**src/ciecd_pkg.sv**
```systemverilog
package ciecd_pkg;

    // ==================================================================
    // widths
    localparam int ADDR_W    = 12;
    localparam int DATA_W    = 32;
    localparam int PC_W      = 15;
    localparam int UPC_W     = 7;
    localparam int FA_W      = 7;
    localparam int FILE_DEPTH = 128;
    localparam int STK_DEPTH = 16;
    localparam int STK_PTR_W = 4;
    localparam int WDOG_W    = 8;
    localparam int PRESC_W   = 8;
    localparam int CMD_W     = 11;

    // ==================================================================
    // register byte offsets
    localparam logic [11:0] OFF_CMD    = 12'h000;
    localparam logic [11:0] OFF_ACC    = 12'h004;
    localparam logic [11:0] OFF_PC     = 12'h008;
    localparam logic [11:0] OFF_UPC    = 12'h00c;
    localparam logic [11:0] OFF_STATUS = 12'h010;
    localparam logic [11:0] OFF_WDOG   = 12'h014;
    localparam logic [11:0] OFF_PRESC  = 12'h018;
    localparam logic [11:0] OFF_STACK  = 12'h01c;
    // file window: 128 words from 0x200
    localparam logic [2:0]  FILE_SEL   = 3'h1;
    localparam int          FILE_SEL_LSB = 9;
    localparam int          FILE_IDX_LSB = 2;

    // ==================================================================
    // status field positions and reset values
    localparam int ST_Z_BIT    = 0;
    localparam int ST_SLEEP_BIT = 1;
    localparam int ST_TO_BIT   = 2;
    localparam int ST_BUSY_BIT = 3;
    localparam logic RST_Z  = 1'b0;
    localparam logic RST_SLEEP = 1'b1;
    localparam logic RST_TO = 1'b1;
    localparam logic [PC_W-1:0]  RST_PC  = 15'h0000;
    localparam logic [7:0]       RST_ACC = 8'h00;
    localparam logic [UPC_W-1:0] RST_UPC = 7'h00;
    localparam logic [7:0]       ZERO8   = 8'h00;

    // ==================================================================
    // command encoding: {faddr[10:4], dest[3], op[2:0]}
    typedef enum logic [2:0] {
        OP_NOP      = 3'b000,
        OP_KICK     = 3'b001,
        OP_ICALL    = 3'b010,
        OP_INVERT   = 3'b011,
        OP_ZREG     = 3'b100,
        OP_ZACC     = 3'b101,
        OP_DEC      = 3'b110,
        OP_DECSKIP  = 3'b111
    } ciecd_op_t;

    typedef struct packed {
        logic [FA_W-1:0] faddr;
        logic            dest;
        ciecd_op_t       op;
    } ciecd_cmd_t;

    typedef struct packed {
        logic [7:0] res;
        logic       zero;
    } ciecd_alu_out_t;

    typedef enum logic [1:0] {
        ST_IDLE  = 2'b00,
        ST_EXEC1 = 2'b01,
        ST_EXEC2 = 2'b10
    } ciecd_state_t;

endpackage : ciecd_pkg

```
**src/ciecd_alu.sv**
```systemverilog
`timescale 1ns/1ps
module ciecd_alu (
    input  wire ciecd_pkg::ciecd_op_t      op,
    input  wire logic [7:0]                operand,
    output ciecd_pkg::ciecd_alu_out_t      result
);

    // ==================================================================
    // result per operation
    logic [7:0] res;

    always_comb begin
        case (op)
            ciecd_pkg::OP_INVERT:  res = ~operand;
            ciecd_pkg::OP_DEC:     res = operand - 8'h01;
            ciecd_pkg::OP_DECSKIP: res = operand - 8'h01;
            ciecd_pkg::OP_ZREG:    res = ciecd_pkg::ZERO8;
            ciecd_pkg::OP_ZACC:    res = ciecd_pkg::ZERO8;
            default:               res = operand;
        endcase
    end

    assign result.res  = res;
    assign result.zero = (res == ciecd_pkg::ZERO8);

endmodule : ciecd_alu

```
**src/ciecd_exec.sv**
```systemverilog
// Behaviour
// - kick zeroes watchdog counter and prescaler
// - kick sets expiry and sleep-entry bits
// - indirect call pushes pc plus one
// - then pc gets upper holding and accumulator
// - indirect call: two cycles, flags untouched
// - invert register, destination bit, zero flag
// - zero register, always set zero flag
// - zero accumulator, always set zero flag
// - decrement register, destination bit, zero flag
// - decrement, skip on zero, flags untouched
//
// Decided for this implementation: the APB interface to the registers and the placing of the registers.
`timescale 1ns/1ps
module ciecd_exec (
    input  wire logic        core_clk,
    input  wire logic        rst_n,
    input  wire logic        psel,
    input  wire logic        penable,
    input  wire logic        pwrite,
    input  wire logic [11:0] paddr,
    input  wire logic [31:0] pwdata,
    output logic      [31:0] prdata,
    output logic             pready,
    output logic             pslverr
);

    // ==================================================================
    // state
    ciecd_pkg::ciecd_state_t   state, next_state;
    ciecd_pkg::ciecd_cmd_t     cmd, next_cmd;
    logic [7:0]                acc, next_acc;
    logic [14:0]               pc, next_pc;
    logic [6:0]                upc, next_upc;
    logic                      z, next_z;
    logic                      sleep_entry_flag, next_sleep_entry_flag;
    logic                      to, next_to;
    logic [7:0]                watchdog_counter, next_watchdog_counter;
    logic [7:0]                presc, next_presc;
    logic [3:0]                sp, next_sp;
    logic [31:0]               next_prdata;
    logic                      prev_idle;
    logic [7:0]                file_mem [ciecd_pkg::FILE_DEPTH];
    logic [14:0]               stack_mem [ciecd_pkg::STK_DEPTH];
    logic                      mem_we;
    logic [6:0]                mem_wa;
    logic [7:0]                mem_wd;
    logic                      stk_we;
    logic [14:0]               stk_wd;
    logic [7:0]                file_rd;
    logic [14:0]               stack_top;
    logic                      idle;
    logic                      apb_wr;
    ciecd_pkg::ciecd_alu_out_t alu;

    // ==================================================================
    // address decode
    function automatic logic is_file(input logic [11:0] a);
        is_file = (a[11:ciecd_pkg::FILE_SEL_LSB] == ciecd_pkg::FILE_SEL)
                  && (a[1:0] == 2'h0);
    endfunction : is_file

    function automatic logic is_mapped(input logic [11:0] a);
        is_mapped = is_file(a) || (a == ciecd_pkg::OFF_CMD)
                    || (a == ciecd_pkg::OFF_ACC) || (a == ciecd_pkg::OFF_PC)
                    || (a == ciecd_pkg::OFF_UPC)
                    || (a == ciecd_pkg::OFF_STATUS)
                    || (a == ciecd_pkg::OFF_WDOG)
                    || (a == ciecd_pkg::OFF_PRESC)
                    || (a == ciecd_pkg::OFF_STACK);
    endfunction : is_mapped

    // ==================================================================
    // apb handshake
    // prdata is captured a cycle early, so only answer once idle twice
    assign idle    = (state == ciecd_pkg::ST_IDLE);
    assign pready  = idle && prev_idle;
    assign pslverr = pready && psel && penable && !is_mapped(paddr);
    assign apb_wr  = pready && psel && penable && pwrite;

    assign file_rd   = file_mem[cmd.faddr];
    assign stack_top = stack_mem[sp - 4'h1];

    ciecd_alu u_alu (
        .op      (cmd.op),
        .operand (file_rd),
        .result  (alu)
    );

    // ==================================================================
    // read mux
    always_comb begin
        next_prdata = 32'h0000_0000;
        if (is_file(paddr)) begin
            next_prdata[7:0] =
                file_mem[paddr[ciecd_pkg::FILE_IDX_LSB +: 7]];
        end else if (paddr == ciecd_pkg::OFF_CMD) begin
            next_prdata[10:0] = cmd;
        end else if (paddr == ciecd_pkg::OFF_ACC) begin
            next_prdata[7:0] = acc;
        end else if (paddr == ciecd_pkg::OFF_PC) begin
            next_prdata[14:0] = pc;
        end else if (paddr == ciecd_pkg::OFF_UPC) begin
            next_prdata[6:0] = upc;
        end else if (paddr == ciecd_pkg::OFF_STATUS) begin
            next_prdata[ciecd_pkg::ST_Z_BIT]    = z;
            next_prdata[ciecd_pkg::ST_SLEEP_BIT] = sleep_entry_flag;
            next_prdata[ciecd_pkg::ST_TO_BIT]   = to;
            next_prdata[ciecd_pkg::ST_BUSY_BIT] = !idle;
        end else if (paddr == ciecd_pkg::OFF_WDOG) begin
            next_prdata[7:0] = watchdog_counter;
        end else if (paddr == ciecd_pkg::OFF_PRESC) begin
            next_prdata[7:0] = presc;
        end else if (paddr == ciecd_pkg::OFF_STACK) begin
            next_prdata[14:0] = stack_top;
        end
    end

    // ==================================================================
    // execution next state
    always_comb begin
        next_state = state;
        next_cmd   = cmd;
        next_acc   = acc;
        next_pc    = pc;
        next_upc   = upc;
        next_z     = z;
        next_sleep_entry_flag = sleep_entry_flag;
        next_to    = to;
        next_sp    = sp;
        mem_we     = 1'b0;
        mem_wa     = cmd.faddr;
        mem_wd     = alu.res;
        stk_we     = 1'b0;
        stk_wd     = pc + 15'h0001;
        // free-running stand-in; timeout logic lives elsewhere
        next_presc = presc + 8'h01;
        next_watchdog_counter = (presc == 8'hff)
                                ? watchdog_counter + 8'h01
                                : watchdog_counter;
        case (state)
            ciecd_pkg::ST_IDLE: begin
                if (apb_wr) begin
                    if (is_file(paddr)) begin
                        mem_we = 1'b1;
                        mem_wa = paddr[ciecd_pkg::FILE_IDX_LSB +: 7];
                        mem_wd = pwdata[7:0];
                    end else if (paddr == ciecd_pkg::OFF_CMD) begin
                        next_cmd   = pwdata[10:0];
                        next_state = ciecd_pkg::ST_EXEC1;
                    end else if (paddr == ciecd_pkg::OFF_ACC) begin
                        next_acc = pwdata[7:0];
                    end else if (paddr == ciecd_pkg::OFF_PC) begin
                        next_pc = pwdata[14:0];
                    end else if (paddr == ciecd_pkg::OFF_UPC) begin
                        next_upc = pwdata[6:0];
                    end else if (paddr == ciecd_pkg::OFF_STATUS) begin
                        next_z  = pwdata[ciecd_pkg::ST_Z_BIT];
                        next_sleep_entry_flag =
                            pwdata[ciecd_pkg::ST_SLEEP_BIT];
                        next_to = pwdata[ciecd_pkg::ST_TO_BIT];
                    end
                end
            end
            ciecd_pkg::ST_EXEC1: begin
                next_state = ciecd_pkg::ST_IDLE;
                next_pc    = pc + 15'h0001;
                case (cmd.op)
                    ciecd_pkg::OP_KICK: begin
                        next_watchdog_counter = ciecd_pkg::ZERO8;
                        next_presc = ciecd_pkg::ZERO8;
                        next_to = 1'b1;
                        next_sleep_entry_flag = 1'b1;
                    end
                    ciecd_pkg::OP_ICALL: begin
                        stk_we     = 1'b1;
                        next_sp    = sp + 4'h1;
                        next_pc    = pc;
                        next_state = ciecd_pkg::ST_EXEC2;
                    end
                    ciecd_pkg::OP_INVERT, ciecd_pkg::OP_DEC: begin
                        if (cmd.dest) begin
                            mem_we = 1'b1;
                        end else begin
                            next_acc = alu.res;
                        end
                        next_z = alu.zero;
                    end
                    ciecd_pkg::OP_ZREG: begin
                        mem_we = 1'b1;
                        next_z = 1'b1;
                    end
                    ciecd_pkg::OP_ZACC: begin
                        next_acc = ciecd_pkg::ZERO8;
                        next_z   = 1'b1;
                    end
                    ciecd_pkg::OP_DECSKIP: begin
                        // store, no flags, skip on zero
                        if (cmd.dest) begin
                            mem_we = 1'b1;
                        end else begin
                            next_acc = alu.res;
                        end
                        if (alu.zero) begin
                            next_state = ciecd_pkg::ST_EXEC2;
                        end
                    end
                    default: begin
                        next_pc = pc + 15'h0001;
                    end
                endcase
            end
            ciecd_pkg::ST_EXEC2: begin
                next_state = ciecd_pkg::ST_IDLE;
                if (cmd.op == ciecd_pkg::OP_ICALL) begin
                    next_pc = {upc, acc};
                end else begin
                    // discarded word runs as a no-op
                    next_pc = pc + 15'h0001;
                end
            end
            default: begin
                next_state = ciecd_pkg::ST_IDLE;
            end
        endcase
    end

    // ==================================================================
    // registers
    always_ff @(posedge core_clk or negedge rst_n) begin
        if (!rst_n) begin
            state     <= ciecd_pkg::ST_IDLE;
            cmd       <= '0;
            acc       <= ciecd_pkg::RST_ACC;
            pc        <= ciecd_pkg::RST_PC;
            upc       <= ciecd_pkg::RST_UPC;
            z         <= ciecd_pkg::RST_Z;
            sleep_entry_flag <= ciecd_pkg::RST_SLEEP;
            to        <= ciecd_pkg::RST_TO;
            watchdog_counter <= ciecd_pkg::ZERO8;
            presc     <= ciecd_pkg::ZERO8;
            sp        <= 4'h0;
            prdata    <= 32'h0000_0000;
            prev_idle <= 1'b0;
        end else begin
            state     <= next_state;
            cmd       <= next_cmd;
            acc       <= next_acc;
            pc        <= next_pc;
            upc       <= next_upc;
            z         <= next_z;
            sleep_entry_flag <= next_sleep_entry_flag;
            to        <= next_to;
            watchdog_counter <= next_watchdog_counter;
            presc     <= next_presc;
            sp        <= next_sp;
            prdata    <= next_prdata;
            prev_idle <= idle;
        end
    end

    // stack wraps at sixteen entries, deepest entry is overwritten
    always_ff @(posedge core_clk) begin
        if (mem_we) begin
            file_mem[mem_wa] <= mem_wd;
        end
        if (stk_we) begin
            stack_mem[sp] <= stk_wd;
        end
    end

    logic ex1;
    assign ex1 = (state == ciecd_pkg::ST_EXEC1);
endmodule : ciecd_exec

```
**config.mk**
```make
export PLATFORM = sky130hd
export DESIGN_NAME = ciecd_exec
export DESIGN_NICKNAME = d
export VERILOG_FILES = /design/src/ciecd_pkg.sv /design/src/ciecd_alu.sv /design/src/ciecd_exec.sv
export SDC_FILE = /design/constraint.sdc
export NUM_CORES = 2
export LEC_CHECK = 0
export BUFFER_PORTS_ARGS = -buffer_cell sky130_fd_sc_hd__buf_2
export CAP_MARGIN = 20
export CORE_AREA = 2 2 341 343
export DETAILED_ROUTE_END_ITERATION = 10
export DIE_AREA = 0 0 343 345
export PLACE_DENSITY = 0.7
export SLEW_MARGIN = 20
export SYNTH_ARGS = -nofsm -noshare
export SYNTH_HDL_FRONTEND = slang
export SYNTH_HIERARCHICAL = 1
export SYNTH_SLANG_ARGS = --single-unit
```
**constraint.sdc**
```tcl
create_clock -name core_clk -period 15.8 [get_ports core_clk]
set_clock_uncertainty 0.1 [all_clocks]
set_input_delay 3.16 -clock core_clk [delete_from_list [all_inputs] [get_ports core_clk]]
set_output_delay 3.16 -clock core_clk [all_outputs]
set_load 0.005 [all_outputs]
```
==> impl_metrics.env <==
export IMPL_tightest_slew_ns=1.18
export IMPL_hold_viol_final=0
export IMPL_clk_pin_slew_ns=0.06
export IMPL_syn_area_um2=62500
export IMPL_power_frac_comb=0.074
export IMPL_seq_power_share=0.517
export IMPL_netlist_top_cells_count="edfxtp_1, mux4_2, nor2_1"
export IMPL_vias=35100
export IMPL_status="completed"
export IMPL_postSynthAreaPerCell_um2=19.0
export IMPL_p_leak_uw=0.0212
export IMPL_clk_insertion_delay_late_ns=0.77
export IMPL_yosys_warnings=6
export IMPL_cts_hold_buf=0
export IMPL_min_period_ns=9.05
export IMPL_grt_max_degree=129
export IMPL_cp_end_kind="primary output"
export IMPL_synth_cell_types=80
export IMPL_syn_to_final_growth_pct=10.4
export IMPL_power_switching_uw=1830
export IMPL_vdd_drop_max_mv=0.106
export IMPL_setup_tns_ns=0
export IMPL_ctsRootBufferMaster="clkbuf_16"
export IMPL_cts_sinks=1346
export IMPL_synth_area_top_cells="edfxtp_1, mux4_2, dfrtp_1, nor2_1, nand2_1"
export IMPL_required_ns=12.54
export IMPL_hpwl_um=107000
export IMPL_worstPathMaxFanout=21
export IMPL_clockBufferDepth=3
export IMPL_cts_tree="yes"
export IMPL_antenna_found_initial=4
export IMPL_setup_viol=0
export IMPL_fp_dieW_um=343
export IMPL_yosysSeqAreaShare=0.641
export IMPL_io_buffers=48
export IMPL_hold_path_class="flop to flop"
export IMPL_period_share=0.573
export IMPL_synth_compound_area_frac=0.0339
export IMPL_critPathKind="primary input to primary output"
export IMPL_clock_power_share=0.409
export IMPL_drive_gt1_frac=0.323
export IMPL_yosysTopAreaCell="edfxtp_1"
export IMPL_postCtsSetupBuffers=0
export IMPL_yosysMostFrequentCell="edfxtp_1"
export IMPL_p_sw_frac=0.233
export IMPL_synth_top_family_by_area="multiplexers"
export IMPL_globalplace_congestion=0.926
export IMPL_nFillCells=8141
export IMPL_fmax_mhz=111
export IMPL_cts_resized=0
export IMPL_async_flop_share=0.0609
export IMPL_drv_slew=0
export IMPL_core_um2=115000
export IMPL_start_util=0.543
export IMPL_drt_wl_total_um=169000
export IMPL_grt_pass1_wl_um=245000
export IMPL_wl_per_cell_um=34.0
export IMPL_synth_ff_type="edfxtp_1"
export IMPL_synthXorXnorAreaFrac=0.00533
export IMPL_drv_cap=0
export IMPL_cp_start_kind="primary input"
export IMPL_arrival_ns=5.79
export IMPL_routed_via_density=7.07
export IMPL_slew_headroom=0.209
export IMPL_synth_adder_area_share=0.00260
export IMPL_syn_inst=3294
export IMPL_grt_setup_unrepaired="false"
export IMPL_powerDensity_nw_per_um2=114
export IMPL_grt_usage=0.288
export IMPL_first_global_vias=35500
export IMPL_overflow=0
export IMPL_ios=83
export IMPL_drc=0
export IMPL_crit_slowest_cell="nor2_1"
export IMPL_yosysTopAreaCellShare=0.608
export IMPL_final_nets=3392
export IMPL_dieArea_um2=118000
export IMPL_cts_buffers=140
export IMPL_drt_iter0_markers=4919
export IMPL_power_internal_uw=6030
export IMPL_synth_edf_count=1264
export IMPL_final_util=0.599
export IMPL_first_pass_iters=8
export IMPL_critical_path_cell_chain="buf_2 > buf_4 > nor2_1 > nand2_1 > nor3_1 > nor2_1 > buf_2"
export IMPL_ys_ff_latch=1346
export IMPL_die_h_um=345
export IMPL_cts_max_level=4
export IMPL_synth_simple_area_share=0.0386
export IMPL_num_rows=125
export IMPL_cpPeakStageDelay_ns=0.78
export IMPL_detail_route_antenna_nets=0
export IMPL_synthMuxAreaShare=0.259
## cells in the final DEF (no fill, tap or decap), types with 10 or more instances in the layout
cell type,Yosys,routed
ha_1,13,12
clkinv_2,0,22
dfrtp_1,80,74
xor2_1,19,15
mux2_2,41,33
o21ai_0,74,73
mux4_2,673,673
xnor2_1,19,14
nand2_1,158,158
nor2_2,0,17
inv_1,20,19
a21oi_1,51,51
clkbuf_16,0,145
clkbuf_1,132,36
nand2b_1,14,13
a211oi_1,17,17
nor2b_1,20,20
mux2i_1,56,56
buf_4,25,83
nor3_1,30,26
nor2_1,206,189
o22ai_1,17,17
edfxtp_1,1264,1264
a221oi_1,13,13
clkinv_1,2,20
nand4_1,11,11
o211ai_1,10,10
conb_1,1,17
and2_1,10,10
buf_2,66,44
a22oi_1,40,40
a31oi_1,13,13
nand3_1,30,30
## logic make-up (layout without fill, tap and decap cells)
kind of cell | count (synthesis) | in the layout
AO/OA/AOI/OAI | 313 | 313
AND/OR/NAND/NOR | 530 | 530
other | 1 | 18
XOR/XNOR | 38 | 38
flip-flops | 1346 | 1346
adder cells (fa/ha/maj) | 13 | 13
multiplexers | 770 | 770
buffers and inverters | 283 | 411
## registers in the layout (all words and copies together) (netlist names)
signal and cells:
acc 8, cmd 11, file_mem 1024, pc 15, prdata 15, presc 8
prev_idle 1, sleep_entry_flag 1, sp 4, stack_mem 240, state 2, to 1
upc 7, watchdog_counter 8, z 1
## final timing paths
path | from | to | slack, ns | cells after the start
worst max-delay path | paddr[7] | pslverr | 6.75 | 7
worst min-delay path | presc[0] | presc[0] | 0.39 | 1
worst max register to register | cmd[4] | file_mem[5][4] | 8.08 | 14
worst min register to register | presc[0] | presc[0] | 0.39 | 1
max in group asynchronous | rst_n | sp[0] | 12.25 | 2
min in group asynchronous | rst_n | prdata[12] | 2.20 | 1
## critical path: cells and delay by family
family,cells,cell delay (ns)
and+or+nand+nor,4,2.10
buffers and inverters,3,0.50
## per-layer routing
| metal | routed length (um) | up-vias | track usage |
|---|---|---|---|
| met5 | 53 | - | 0 |
| met4 | 7380 | 8 | 0.115 |
| met3 | 18900 | 416 | 0.0681 |
| met2 | 79800 | 2316 | 0.440 |
| met1 | 62600 | 18400 | 0.404 |
| li1 | - | 13900 | - |
## power by group through the flow
stage          Combinational [uW]  Sequential [uW]  Clock [uW]
2_1_floorplan                 384             4110           0
3_3_place_gp                  549             4140           0
4_1_cts                       572             4070        3250
5_1_grt                       617             4070        3380
3_5_place_dp                  571             4140           0
6_report                      579             4070        3220
## cell type report
cell class	count	area, um2	area share
well taps	1524	1910	0.0277
clock inverters	68	668	0.00969
clock buffers	182	3780	0.0548
flip-flops and latches	1346	40000	0.580
multi-input cells	1681	21400	0.311
repair buffers	139	1050	0.0152
diodes	1	2.50	0.0000363
inverters	22	83.8	0.00122
## per-stage QoR
stage	hold WS [ns]	cells	power (uW)	worst slack [ns]	instance area, um2
global route	0.412	4962	8070	6.84	69000
CTS	0.389	4960	7890	6.92	68800
detailed placement	0.380	4710	4710	6.96	64400
finish	0.394	4963	7870	6.75	69000
global placement	0.369	4710	4690	7.01	64400
floorplan	0.348	3310	4490	8.06	62500
(Power assumes the default switching activity.)
